File: src/cid_pkg.sv
package cid_pkg;
	localparam logic [7:0] ADDR_INSTR = 8'h00;
	localparam logic [7:0] ADDR_SRC = 8'h04;
	localparam logic [7:0] ADDR_DST = 8'h08;
	localparam logic [7:0] ADDR_CTRL = 8'h0c;
	localparam logic [7:0] ADDR_STATUS = 8'h10;
	localparam logic [7:0] ADDR_RESULT = 8'h14;
	localparam logic [7:0] ADDR_TIMING = 8'h18;

	// Status register bit positions
	localparam int SR_C = 0;
	localparam int SR_Z = 1;
	localparam int SR_N = 2;
	localparam int SR_V = 8;

	// Control register fields
	localparam int CTRL_GO = 0;
	localparam int CTRL_EVT_LO = 1;
	localparam logic [1:0] EVT_INSTR = 2'h0;
	localparam logic [1:0] EVT_IRQ = 2'h1;
	localparam logic [1:0] EVT_WDOG = 2'h2;
	localparam logic [1:0] EVT_PIN = 2'h3;

	// Timing register fields; RES_STORE is the result register store bit
	localparam int TIM_LEN_LO = 4;
	localparam int TIM_CLS_LO = 8;
	localparam int TIM_BUSY = 12;
	localparam int TIM_BAD = 13;
	localparam int RES_STORE = 16;

	// Instruction word fields
	localparam int F_SREG_LO = 8;
	localparam int F_AD = 7;
	localparam int F_BW = 6;
	localparam int F_AS_LO = 4;
	localparam int F_SUB_LO = 7;
	localparam logic [3:0] REG_PC = 4'h0;
	localparam logic [3:0] REG_SR = 4'h2;
	localparam logic [3:0] REG_CG = 4'h3;

	localparam logic [1:0] AS_REG = 2'h0;
	localparam logic [1:0] AS_IDX = 2'h1;
	localparam logic [1:0] AS_IND = 2'h2;
	localparam logic [1:0] AS_INC = 2'h3;

	localparam logic [1:0] CLS_NONE = 2'h0;
	localparam logic [1:0] CLS_DUAL = 2'h1;
	localparam logic [1:0] CLS_SINGLE = 2'h2;
	localparam logic [1:0] CLS_JUMP = 2'h3;

	// Single-operand sub-opcodes
	localparam logic [2:0] SUB_PUSH = 3'h4;
	localparam logic [2:0] SUB_CALL = 3'h5;
	localparam logic [2:0] SUB_RETURN_FROM_INTERRUPT = 3'h6;

	// Dual-operand opcodes
	localparam logic [3:0] OP_MOV = 4'h4;
	localparam logic [3:0] OP_ADD = 4'h5;
	localparam logic [3:0] OP_ADD_WITH_CARRY = 4'h6;
	localparam logic [3:0] OP_SUBTRACT_WITH_CARRY = 4'h7;
	localparam logic [3:0] OP_SUB = 4'h8;
	localparam logic [3:0] OP_CMP = 4'h9;
	localparam logic [3:0] OP_DECIMAL_ADD = 4'ha;
	localparam logic [3:0] OP_BIT = 4'hb;
	localparam logic [3:0] OP_BIC = 4'hc;
	localparam logic [3:0] OP_BIS = 4'hd;
	localparam logic [3:0] OP_XOR = 4'he;
	localparam logic [3:0] OP_AND = 4'hf;

	// Cycle costs; source kind index 0 reg, 1 indirect, 2 autoinc/imm, 3 indexed
	localparam logic [3:0] CYC_SRC_R = 4'h1;
	localparam logic [3:0] CYC_SRC_I = 4'h2;
	localparam logic [3:0] CYC_SRC_X = 4'h3;
	localparam logic [3:0] CYC_DST_X = 4'h3;
	localparam logic [3:0] CYC_PC_EXTRA = 4'h1;
	localparam logic [15:0] CYC_SHIFT_TBL = 16'h4331;
	localparam logic [15:0] CYC_PUSH_TBL = 16'h5443;
	localparam logic [15:0] CYC_CALL_TBL = 16'h5544;
	localparam logic [3:0] CYC_JUMP = 4'h2;
	localparam logic [3:0] CYC_RETURN_FROM_INTERRUPT = 4'h5;
	localparam logic [3:0] CYC_IRQ = 4'h6;
	localparam logic [3:0] CYC_WDOG = 4'h4;
	localparam logic [3:0] CYC_PIN = 4'h4;
	localparam logic [1:0] LEN_ONE = 2'h1;

	typedef struct packed {
		logic v;
		logic n;
		logic z;
		logic c;
	} cid_flags_type;

	typedef struct packed {
		logic [1:0] cls;
		logic [3:0] cycles;
		logic [1:0] length;
		logic bad;
	} cid_timing_type;
endpackage : cid_pkg

File: src/cid_alu.sv
`timescale 1ns/10ps
module cid_alu (
	input wire logic [3:0] op,
	input wire logic byte_mode,
	input wire logic [15:0] src,
	input wire logic [15:0] dst,
	input cid_pkg::cid_flags_type flags_in,
	output logic [15:0] res,
	output cid_pkg::cid_flags_type flags_out,
	output logic store
);
	import cid_pkg::*;

	logic [15:0] opnd;
	logic cin;
	logic [16:0] sum;
	logic [15:0] bcd;
	logic bcd_c;
	logic [4:0] nib;
	logic [15:0] msk;
	logic carry_out;
	logic sgn_s;
	logic sgn_d;
	logic sgn_r;
	logic zero;
	logic arith;

	always_comb begin
		opnd = src;
		cin = 1'b0;
		arith = 1'b1;
		case (op)
			// Decimal add stays off the binary flag path so its carry is the decimal one
			OP_ADD_WITH_CARRY: cin = flags_in.c;
			OP_SUB, OP_CMP: begin
				opnd = ~src;
				cin = 1'b1;
			end
			OP_SUBTRACT_WITH_CARRY: begin
				opnd = ~src;
				cin = flags_in.c;
			end
			OP_ADD: cin = 1'b0;
			default: arith = 1'b0;
		endcase
	end

	// Byte mode keeps the carry chain at bit 8 by masking the upper byte off
	assign msk = byte_mode ? 16'h00ff : 16'hffff;
	assign sum = {1'b0, dst & msk} + {1'b0, opnd & msk} + {16'h0000, cin};

	always_comb begin
		bcd = 16'h0000;
		bcd_c = flags_in.c;
		nib = 5'h00;
		for (int i = 0; i < 4; i++) begin
			nib = {1'b0, dst[i*4 +: 4]} + {1'b0, src[i*4 +: 4]} + {4'h0, bcd_c};
			if (nib > 5'h09) begin
				nib = nib + 5'h06;
			end
			if (!byte_mode || i < 2) begin
				bcd[i*4 +: 4] = nib[3:0];
				bcd_c = nib[4];
			end
		end
	end

	always_comb begin
		res = 16'h0000;
		store = 1'b1;
		case (op)
			OP_MOV: res = src;
			OP_DECIMAL_ADD: res = bcd;
			OP_BIT, OP_AND: res = src & dst;
			OP_BIC: res = ~src & dst;
			OP_BIS: res = src | dst;
			OP_XOR: res = src ^ dst;
			default: res = sum[15:0];
		endcase
		if (op == OP_CMP || op == OP_BIT) begin
			store = 1'b0;
		end
		res = res & msk;
	end

	assign carry_out = byte_mode ? sum[8] : sum[16];
	assign sgn_s = byte_mode ? opnd[7] : opnd[15];
	assign sgn_d = byte_mode ? dst[7] : dst[15];
	assign sgn_r = byte_mode ? res[7] : res[15];
	assign zero = (res & msk) == 16'h0000;

	always_comb begin
		flags_out = flags_in;
		if (arith) begin
			flags_out.c = carry_out;
			flags_out.v = (sgn_s == sgn_d) && (sgn_r != sgn_d);
			flags_out.n = sgn_r;
			flags_out.z = zero;
		end else if (op == OP_DECIMAL_ADD) begin
			flags_out.c = bcd_c;
			flags_out.v = (sgn_s == sgn_d) && (sgn_r != sgn_d);
			flags_out.n = sgn_r;
			flags_out.z = zero;
		end else if (op == OP_AND || op == OP_BIT) begin
			flags_out.v = 1'b0;
			flags_out.n = sgn_r;
			flags_out.z = zero;
			flags_out.c = !zero;
		end else if (op == OP_XOR) begin
			flags_out.v = sgn_s && sgn_d;
			flags_out.n = sgn_r;
			flags_out.z = zero;
			flags_out.c = !zero;
		end
	end
endmodule : cid_alu

File: src/cid_decode_top.sv
// Register access over APB and the register offsets were decided locally.
`timescale 1ns/10ps
module cid_decode_top (
	input wire logic clk_sys,
	input wire logic sys_rst,
	input wire logic psel,
	input wire logic penable,
	input wire logic pwrite,
	input wire logic [7:0] paddr,
	input wire logic [31:0] pwdata,
	output logic [31:0] prdata,
	output logic pready,
	output logic pslverr
);
	import cid_pkg::*;

	typedef enum logic [1:0] {
		ST_IDLE = 2'b01,
		ST_BUSY = 2'b10
	} cid_state_type;

	cid_state_type state_r;
	cid_state_type state_nxt;
	logic [15:0] instr_r;
	logic [15:0] src_r;
	logic [15:0] dst_r;
	logic [1:0] evt_r;
	cid_flags_type flags_r;
	logic [15:0] result_r;
	logic store_r;
	cid_timing_type timing_r;
	logic [3:0] count_r;
	logic [31:0] prdata_r;
	logic pready_r;
	logic pslverr_r;

	logic setup;
	logic access;
	logic wr;
	logic mapped;
	logic go;
	logic [1:0] go_evt;
	cid_timing_type dec;
	cid_timing_type evt_tim;
	logic [15:0] alu_res;
	cid_flags_type alu_flags;
	logic alu_store;
	logic [3:0] opcode;
	logic [3:0] sreg;
	logic [3:0] dreg;
	logic [1:0] as_bits;
	logic ad_bit;
	logic [2:0] subop;
	logic [1:0] skind;
	logic sext;
	logic [1:0] dkind;
	logic dext;

	// Source kind 0 reg, 1 indirect, 2 autoinc/imm, 3 indexed; constants from
	// the generator registers fetch no extension word and cost like a register.
	function automatic logic [1:0] src_kind(input logic [1:0] as_f, input logic [3:0] r);
		logic cg;
		cg = (r == REG_CG) || (r == REG_SR && as_f[1]);
		if (cg || as_f == AS_REG) begin
			return 2'h0;
		end else if (as_f == AS_IND) begin
			return 2'h1;
		end else if (as_f == AS_INC) begin
			return 2'h2;
		end
		return 2'h3;
	endfunction : src_kind

	function automatic logic src_ext(input logic [1:0] as_f, input logic [3:0] r);
		logic cg;
		cg = (r == REG_CG) || (r == REG_SR && as_f[1]);
		return !cg && (as_f == AS_IDX || (as_f == AS_INC && r == REG_PC));
	endfunction : src_ext

	assign setup = psel && !penable;
	assign access = psel && penable && pready_r;
	assign wr = access && pwrite;
	assign mapped = paddr == ADDR_INSTR || paddr == ADDR_SRC || paddr == ADDR_DST
		|| paddr == ADDR_CTRL || paddr == ADDR_STATUS || paddr == ADDR_RESULT
		|| paddr == ADDR_TIMING;
	assign go = wr && paddr == ADDR_CTRL && pwdata[CTRL_GO] && state_r == ST_IDLE;
	assign go_evt = pwdata[CTRL_EVT_LO +: 2];

	// Field split of the latched instruction word
	assign opcode = instr_r[15:12];
	assign sreg = instr_r[F_SREG_LO +: 4];
	assign dreg = instr_r[3:0];
	assign as_bits = instr_r[F_AS_LO +: 2];
	assign ad_bit = instr_r[F_AD];
	assign subop = instr_r[F_SUB_LO +: 3];
	assign skind = src_kind(as_bits, sreg);
	assign sext = src_ext(as_bits, sreg);
	assign dkind = src_kind(as_bits, dreg);
	assign dext = src_ext(as_bits, dreg);

	always_comb begin
		dec = '{cls: CLS_NONE, cycles: 4'h0, length: 2'h0, bad: 1'b1};
		if (opcode >= OP_MOV) begin
			dec.cls = CLS_DUAL;
			dec.bad = 1'b0;
			case (skind)
				2'h0: dec.cycles = CYC_SRC_R;
				2'h3: dec.cycles = CYC_SRC_X;
				default: dec.cycles = CYC_SRC_I;
			endcase
			if (ad_bit) begin
				dec.cycles = dec.cycles + CYC_DST_X;
			end else if (dreg == REG_PC) begin
				dec.cycles = dec.cycles + CYC_PC_EXTRA;
			end
			dec.length = LEN_ONE + {1'b0, sext} + {1'b0, ad_bit};
		end else if (opcode[3:1] == 3'h1) begin
			dec.cls = CLS_JUMP;
			dec.bad = 1'b0;
			dec.cycles = CYC_JUMP;
			dec.length = LEN_ONE;
		end else if (opcode == 4'h1 && instr_r[11:10] == 2'h0) begin
			dec.cls = CLS_SINGLE;
			dec.bad = 1'b0;
			dec.length = LEN_ONE + {1'b0, dext};
			case (subop)
				SUB_PUSH: dec.cycles = CYC_PUSH_TBL[dkind*4 +: 4];
				SUB_CALL: dec.cycles = CYC_CALL_TBL[dkind*4 +: 4];
				SUB_RETURN_FROM_INTERRUPT: begin
					dec.cycles = CYC_RETURN_FROM_INTERRUPT;
					dec.length = LEN_ONE;
				end
				3'h7: begin
					// Unused sub-operation is no instruction of any class
					dec.cls = CLS_NONE;
					dec.bad = 1'b1;
					dec.length = 2'h0;
				end
				default: begin
					dec.cycles = CYC_SHIFT_TBL[dkind*4 +: 4];
					// Immediate destination here is unpredictable; flagged, not run
					dec.bad = dkind == 2'h2 && dreg == REG_PC && as_bits == AS_INC;
				end
			endcase
		end
	end

	// Non-instruction activities carry no code words
	always_comb begin
		evt_tim = '{cls: CLS_NONE, cycles: CYC_IRQ, length: 2'h0, bad: 1'b0};
		case (go_evt)
			EVT_IRQ: evt_tim.cycles = CYC_IRQ;
			EVT_WDOG: evt_tim.cycles = CYC_WDOG;
			EVT_PIN: evt_tim.cycles = CYC_PIN;
			default: evt_tim = dec;
		endcase
	end

	cid_alu u_alu (
		.op(opcode),
		.byte_mode(instr_r[F_BW]),
		.src(src_r),
		.dst(dst_r),
		.flags_in(flags_r),
		.res(alu_res),
		.flags_out(alu_flags),
		.store(alu_store)
	);

	always_comb begin
		state_nxt = state_r;
		case (state_r)
			ST_IDLE: begin
				if (go && !evt_tim.bad && evt_tim.cycles > 4'h1) begin
					state_nxt = ST_BUSY;
				end
			end
			ST_BUSY: begin
				if (count_r == 4'h1) begin
					state_nxt = ST_IDLE;
				end
			end
			default: state_nxt = ST_IDLE;
		endcase
	end

	always_ff @(posedge clk_sys) begin
		if (sys_rst) begin
			state_r <= ST_IDLE;
		end else begin
			state_r <= state_nxt;
		end
	end

	// Busy holds for exactly the cycle cost, one clock period per cycle; a cost of one cycle never sets busy
	always_ff @(posedge clk_sys) begin
		if (sys_rst) begin
			count_r <= 4'h0;
		end else if (go && !evt_tim.bad) begin
			count_r <= evt_tim.cycles;
		end else if (state_r == ST_BUSY) begin
			count_r <= count_r - 4'h1;
		end else begin
			count_r <= 4'h0;
		end
	end

	always_ff @(posedge clk_sys) begin
		if (sys_rst) begin
			timing_r <= '{cls: CLS_NONE, cycles: 4'h0, length: 2'h0, bad: 1'b0};
			evt_r <= EVT_INSTR;
		end else if (go) begin
			timing_r <= evt_tim;
			evt_r <= go_evt;
		end
	end

	always_ff @(posedge clk_sys) begin
		if (sys_rst) begin
			instr_r <= 16'h0000;
		end else if (wr && paddr == ADDR_INSTR && state_r == ST_IDLE) begin
			instr_r <= pwdata[15:0];
		end
	end

	always_ff @(posedge clk_sys) begin
		if (sys_rst) begin
			src_r <= 16'h0000;
			dst_r <= 16'h0000;
		end else if (wr && state_r == ST_IDLE) begin
			if (paddr == ADDR_SRC) begin
				src_r <= pwdata[15:0];
			end
			if (paddr == ADDR_DST) begin
				dst_r <= pwdata[15:0];
			end
		end
	end

	// Dual-operand execution fires with the go strobe; the destination
	// register only changes for storing operations.
	always_ff @(posedge clk_sys) begin
		if (sys_rst) begin
			result_r <= 16'h0000;
			store_r <= 1'b0;
		end else if (go && go_evt == EVT_INSTR && dec.cls == CLS_DUAL) begin
			result_r <= alu_store ? alu_res : dst_r;
			store_r <= alu_store;
		end else if (go) begin
			store_r <= 1'b0;
		end
	end

	always_ff @(posedge clk_sys) begin
		if (sys_rst) begin
			flags_r <= '0;
		end else if (go && go_evt == EVT_INSTR && dec.cls == CLS_DUAL) begin
			flags_r <= alu_flags;
		end else if (wr && paddr == ADDR_STATUS) begin
			flags_r.c <= pwdata[SR_C];
			flags_r.z <= pwdata[SR_Z];
			flags_r.n <= pwdata[SR_N];
			flags_r.v <= pwdata[SR_V];
		end
	end

	// No wait state: read data is captured in the setup cycle
	always_ff @(posedge clk_sys) begin
		if (sys_rst) begin
			pready_r <= 1'b0;
			pslverr_r <= 1'b0;
		end else begin
			pready_r <= setup;
			pslverr_r <= setup && !mapped;
		end
	end

	always_ff @(posedge clk_sys) begin
		if (sys_rst) begin
			prdata_r <= 32'h0000_0000;
		end else if (setup && !pwrite) begin
			prdata_r <= 32'h0000_0000;
			case (paddr)
				ADDR_INSTR: prdata_r[15:0] <= instr_r;
				ADDR_SRC: prdata_r[15:0] <= src_r;
				ADDR_DST: prdata_r[15:0] <= dst_r;
				ADDR_CTRL: prdata_r[CTRL_EVT_LO +: 2] <= evt_r;
				ADDR_STATUS: begin
					prdata_r[SR_C] <= flags_r.c;
					prdata_r[SR_Z] <= flags_r.z;
					prdata_r[SR_N] <= flags_r.n;
					prdata_r[SR_V] <= flags_r.v;
				end
				ADDR_RESULT: prdata_r[RES_STORE:0] <= {store_r, result_r};
				ADDR_TIMING: begin
					prdata_r[3:0] <= timing_r.cycles;
					prdata_r[TIM_LEN_LO +: 2] <= timing_r.length;
					prdata_r[TIM_CLS_LO +: 2] <= timing_r.cls;
					prdata_r[TIM_BUSY] <= state_r == ST_BUSY;
					prdata_r[TIM_BAD] <= timing_r.bad;
				end
				default: prdata_r <= 32'h0000_0000;
			endcase
		end
	end

	assign prdata = prdata_r;
	assign pready = pready_r;
	assign pslverr = pslverr_r;
endmodule : cid_decode_top

File: config.mk
export PLATFORM = sky130hd
export DESIGN_NAME = cid_decode_top
export DESIGN_NICKNAME = d
export VERILOG_FILES = /design/src/cid_pkg.sv /design/src/cid_alu.sv /design/src/cid_decode_top.sv
export SDC_FILE = /design/constraint.sdc
export NUM_CORES = 1
export LEC_CHECK = 0
export BUFFER_PORTS_ARGS = -buffer_cell sky130_fd_sc_hd__buf_2
export CORE_UTILIZATION = 56
export DETAILED_ROUTE_END_ITERATION = 16
export PLACE_DENSITY = 0.82
export RECOVER_POWER = 25
export SLEW_MARGIN = 20
export SYNTH_ARGS = -nofsm -noshare
export SYNTH_HDL_FRONTEND = slang
export SYNTH_HIERARCHICAL = 1
export SYNTH_SLANG_ARGS = --single-unit
File: constraint.sdc
create_clock -name clk_sys -period 8.2 [get_ports clk_sys]
set_input_delay 1.23 -clock clk_sys [delete_from_list [all_inputs] [get_ports clk_sys]]
set_output_delay 1.23 -clock clk_sys [all_outputs]
set_load 0.005 [all_outputs]
==> summary.md <==
| Metric | Value |
|---|---|
| Hold Path Cell Cnt | `2` |
| CTS Buf Count | `9` |
| Clock Pin Slew Worst Setup and Hold Paths | `0.07 ns` |
| Later-pin clock latency in the skew report | `0.35 ns` |
| Die Height | `129.1 µm` |
| Reg2Reg Launch Point | `flags_r[0]` |
| Crit-path max FO | `4` |
| Maximum clock path buffer count | `2` |
| Skew final | `0.007754 ns` |
| DR pass1 iterations | `8` |
| Required time at the worst-slack endpoint | `8.47 ns` |
| Crit start category | `flip-flop` |
| Core Box Area | `15,830 µm²` |
| Syn Area/Cell | `7.321 µm²` |
| CTS Sinks | `104` |
| Netlist cell types | `89` |
| Ant diodes | `0` |
| Min Tclk post-route | `7.902 ns` |
| Routed length per placed instance | `approximately 20 µm` |
| Pwr dens | `98.79 nW/µm²` |
| Antenna viol nets, final | `0` |
| Nets@finish | `~1,400` |
| Sequential-to-total area share from yosys stat | `0.2303` |
| Leak pwr | `3.695 nW` |
| Grt ovf | `0` |
| Fmax achieved | `~130 MHz` |
| GR Util met2 | `0.5300` |
| GRT met3 Usage | `0.09001` |
| Met1 usage | `0.4755` |
| CP Capture Type | `flip-flop` |
| Hold Path Sink | `prdata[16]` |
| CP Class | `flip-flop to flip-flop` |
| Final period util | `0.9636` |
| Peak supply drop | `0.1087 mV` |
| # Max-Cap Violations | `0` |
| I/O Buffers | `47` |
| Most frequent CP cell | `fa_2` |
| Post-synth EDFFs | `0` |
| Initial antenna violation count | `0` |
| Final setup viols | `0` |
| Share of post-route cells with drive strength above 1 | `0.1166` |
| GR peak layer | `met2` |
| Die area | `approximately 17,000 µm²` |
| Starting density of the core | `0.5712` |
| Predominant post-synthesis flop cell | `dfxtp_1` |
| Gr usage total | `0.3521` |
| # DRC | `0` |
| HP Start | `prdata[16]` |
| Largest net degree at the start of global routing | `99` |
| Final HPWL DP | `20,960 µm` |
| Rel. slew slack | `0.2835` |
| CTS tree | `yes` |
| Root Driver | `clkbuf_16` |
| Layout area overhead | `9.217%` |
| R2r endpoint | `flags_r[1]` |
| Synth async-reset ratio | `0` |
| Mapped cell area | `approximately 9000 µm²` |
| Total power | `975.5 µW` |
| First-pass GRT wire length | `around 46,000 µm` |
| Status | `finished clean` |
| Total number of vias | `roughly 10,000` |
| Final worst setup slack | `0.2983 ns` |
| Drt total wl | `29,660 µm` |
| Via density | `6.679` |
| CP max-delay cell | `fa_2` |
| Worst path arrival time | `8.17 ns` |
| Worst R2R Setup Slack | `0.30 ns` |
| Final hold vios | `0` |
| HP Class | `flip-flop to flip-flop` |
| Vias in the first global route | `between 8,000 and 9,000` |
| Gpl congestion | `0.9966` |
| Yosys Warn Count | `6` |
| Tightest Pin Transition | `roughly 1.1 ns` |
| Die Width | `129.1 µm` |
| Pre-CTS WS | `0.03415 ns` |
| H-tree depth | `3` |
| Post-CTS Hold Fix Bufs | `0` |
| FP Rows | `46` |
| Gate count of the mapped netlist | `1,235` |
| Final Slew Violations | `0` |
| Synth Register Bits | `104` |
| Core Util, Final | `0.6239` |
| I/O pins | `approximately 80` |
| 1st-iter DRT viols | `1,504` |
| CP max stage delay | `0.60 ns` |
| R2R depth | `39` |
## power by group
part,switching (mW),internal (mW),total [mW]
combinational,0.0358,0.0145,0.0503
sequential,0.00135,0.507,0.509
clock,0.192,0.225,0.416
total,0.229,0.747,0.976
## cell usage in the layout (no fill, tap or decap), types with 34 or more instances in the layout
cell type	n
nor2_1	118
inv_1	63
dfxtp_1	101
nand2_1	170
buf_4	50
a211oi_1	36
mux2i_1	35
a21oi_1	112
o21ai_0	60
nand3_1	37
buf_2	34
ha_1	53
## registers in the layout, summed over array words and instances (netlist names)
register / flops
timing_r: 8
instr_r: 16
pslverr: 1
result_r: 16
dst_r: 16
count_r: 4
src_r: 16
flags_r: 4
pready: 1
store_r: 1
prdata: 17
evt_r: 2
state_r: 2
## cells in the mapped netlist (all sizes together) (11+ instances only)
library cell / count / area share
a211oi: 37 / 0.031
a21oi: 117 / 0.065
a221oi: 13 / 0.013
a31oi: 14 / 0.0097
buf: 47 / 0.034
clkbuf: 46 / 0.019
dfxtp: 104 / 0.23
ha: 54 / 0.075
inv: 65 / 0.027
mux2i: 35 / 0.039
nand2: 170 / 0.071
nand2b: 15 / 0.010
nand3: 40 / 0.023
nand4: 13 / 0.0090
nor2: 119 / 0.049
nor2b: 13 / 0.0090
nor3: 26 / 0.016
o211ai: 11 / 0.0091
o21ai: 64 / 0.035
xnor2: 27 / 0.026
xor2: 11 / 0.011
## cells by family after synthesis
kind of cell	synth area share
compound gates	0.2624
xor+xnor	0.03681
fa+ha+maj	0.09687
buf+inv	0.08026
flops	0.2303
mux	0.04622
other cells	0.0004148
simple gates	0.2467
## final cells by class
type / instances / area [µm²]
fill: 1448 / 5953
sequential: 104 / 2086
multi-input combinational: 986 / 6391
inverter: 66 / 247.7
clock buffer: 13 / 260.3
timing repair buffer: 97 / 594.3
tap: 216 / 270.3
clock inverter: 3 / 25.02
## per-stage QoR
stage	instance area (µm²)	TNS [ns]	instances	hold slack, ns
detailed placement	9445	0	1462	0.4413
global placement	9445	0	1462	0.4349
floorplan	9094	0	1249	0.4287
CTS	9733	0	1478	0.4559
finish	9874	0	1485	0.4577
global route	9874	-0.06321	1485	0.4755
## worst max path at each step
| stage | startpoint | endpoint | slack [ns] | depth (start not counted) |
|---|---|---|---|---|
| CTS | src_r[0] | flags_r[1] | 0.05 | 39 |
| finish | flags_r[0] | flags_r[1] | 0.30 | 39 |
| floorplan | src_r[0] | flags_r[1] | 0.45 | 37 |
| global placement | src_r[0] | flags_r[1] | 0.21 | 39 |
| global route | flags_r[0] | flags_r[1] | -0.06 | 38 |
| detailed placement | src_r[0] | flags_r[1] | 0.03 | 39 |
## critical path, delay by kind of cell, from the launching register on
| kind | cells | cell delay, ns |
|---|---|---|
| flip-flops | 1 | 0.33 |
| buffers and inverters | 5 | 0.38 |
| AND/OR/NAND/NOR | 11 | 1.18 |
| XOR/XNOR | 4 | 0.67 |
| adder cells (fa/ha/maj) | 10 | 3.36 |
| multiplexers | 1 | 0.19 |
| AO/OA/AOI/OAI | 8 | 1.68 |
## routing by layer
metal,vias up,wire (µm)
li1,4477,-
met1,4602,11780
met2,697,12790
met3,143,3684
met4,0,1403
met5,-,0
## what timing repair did
| item | 4_1_cts | 5_1_grt |
|---|---|---|
| resized for setup | 2 | 30 |
| buffers inserted | 0 | 7 |
| pin swaps | 0 | 15 |
| hold endpoints to repair | 0 | 0 |
| setup endpoints to repair | 1 | 4 |
Note: power is estimated with default switching activity, not from simulation.
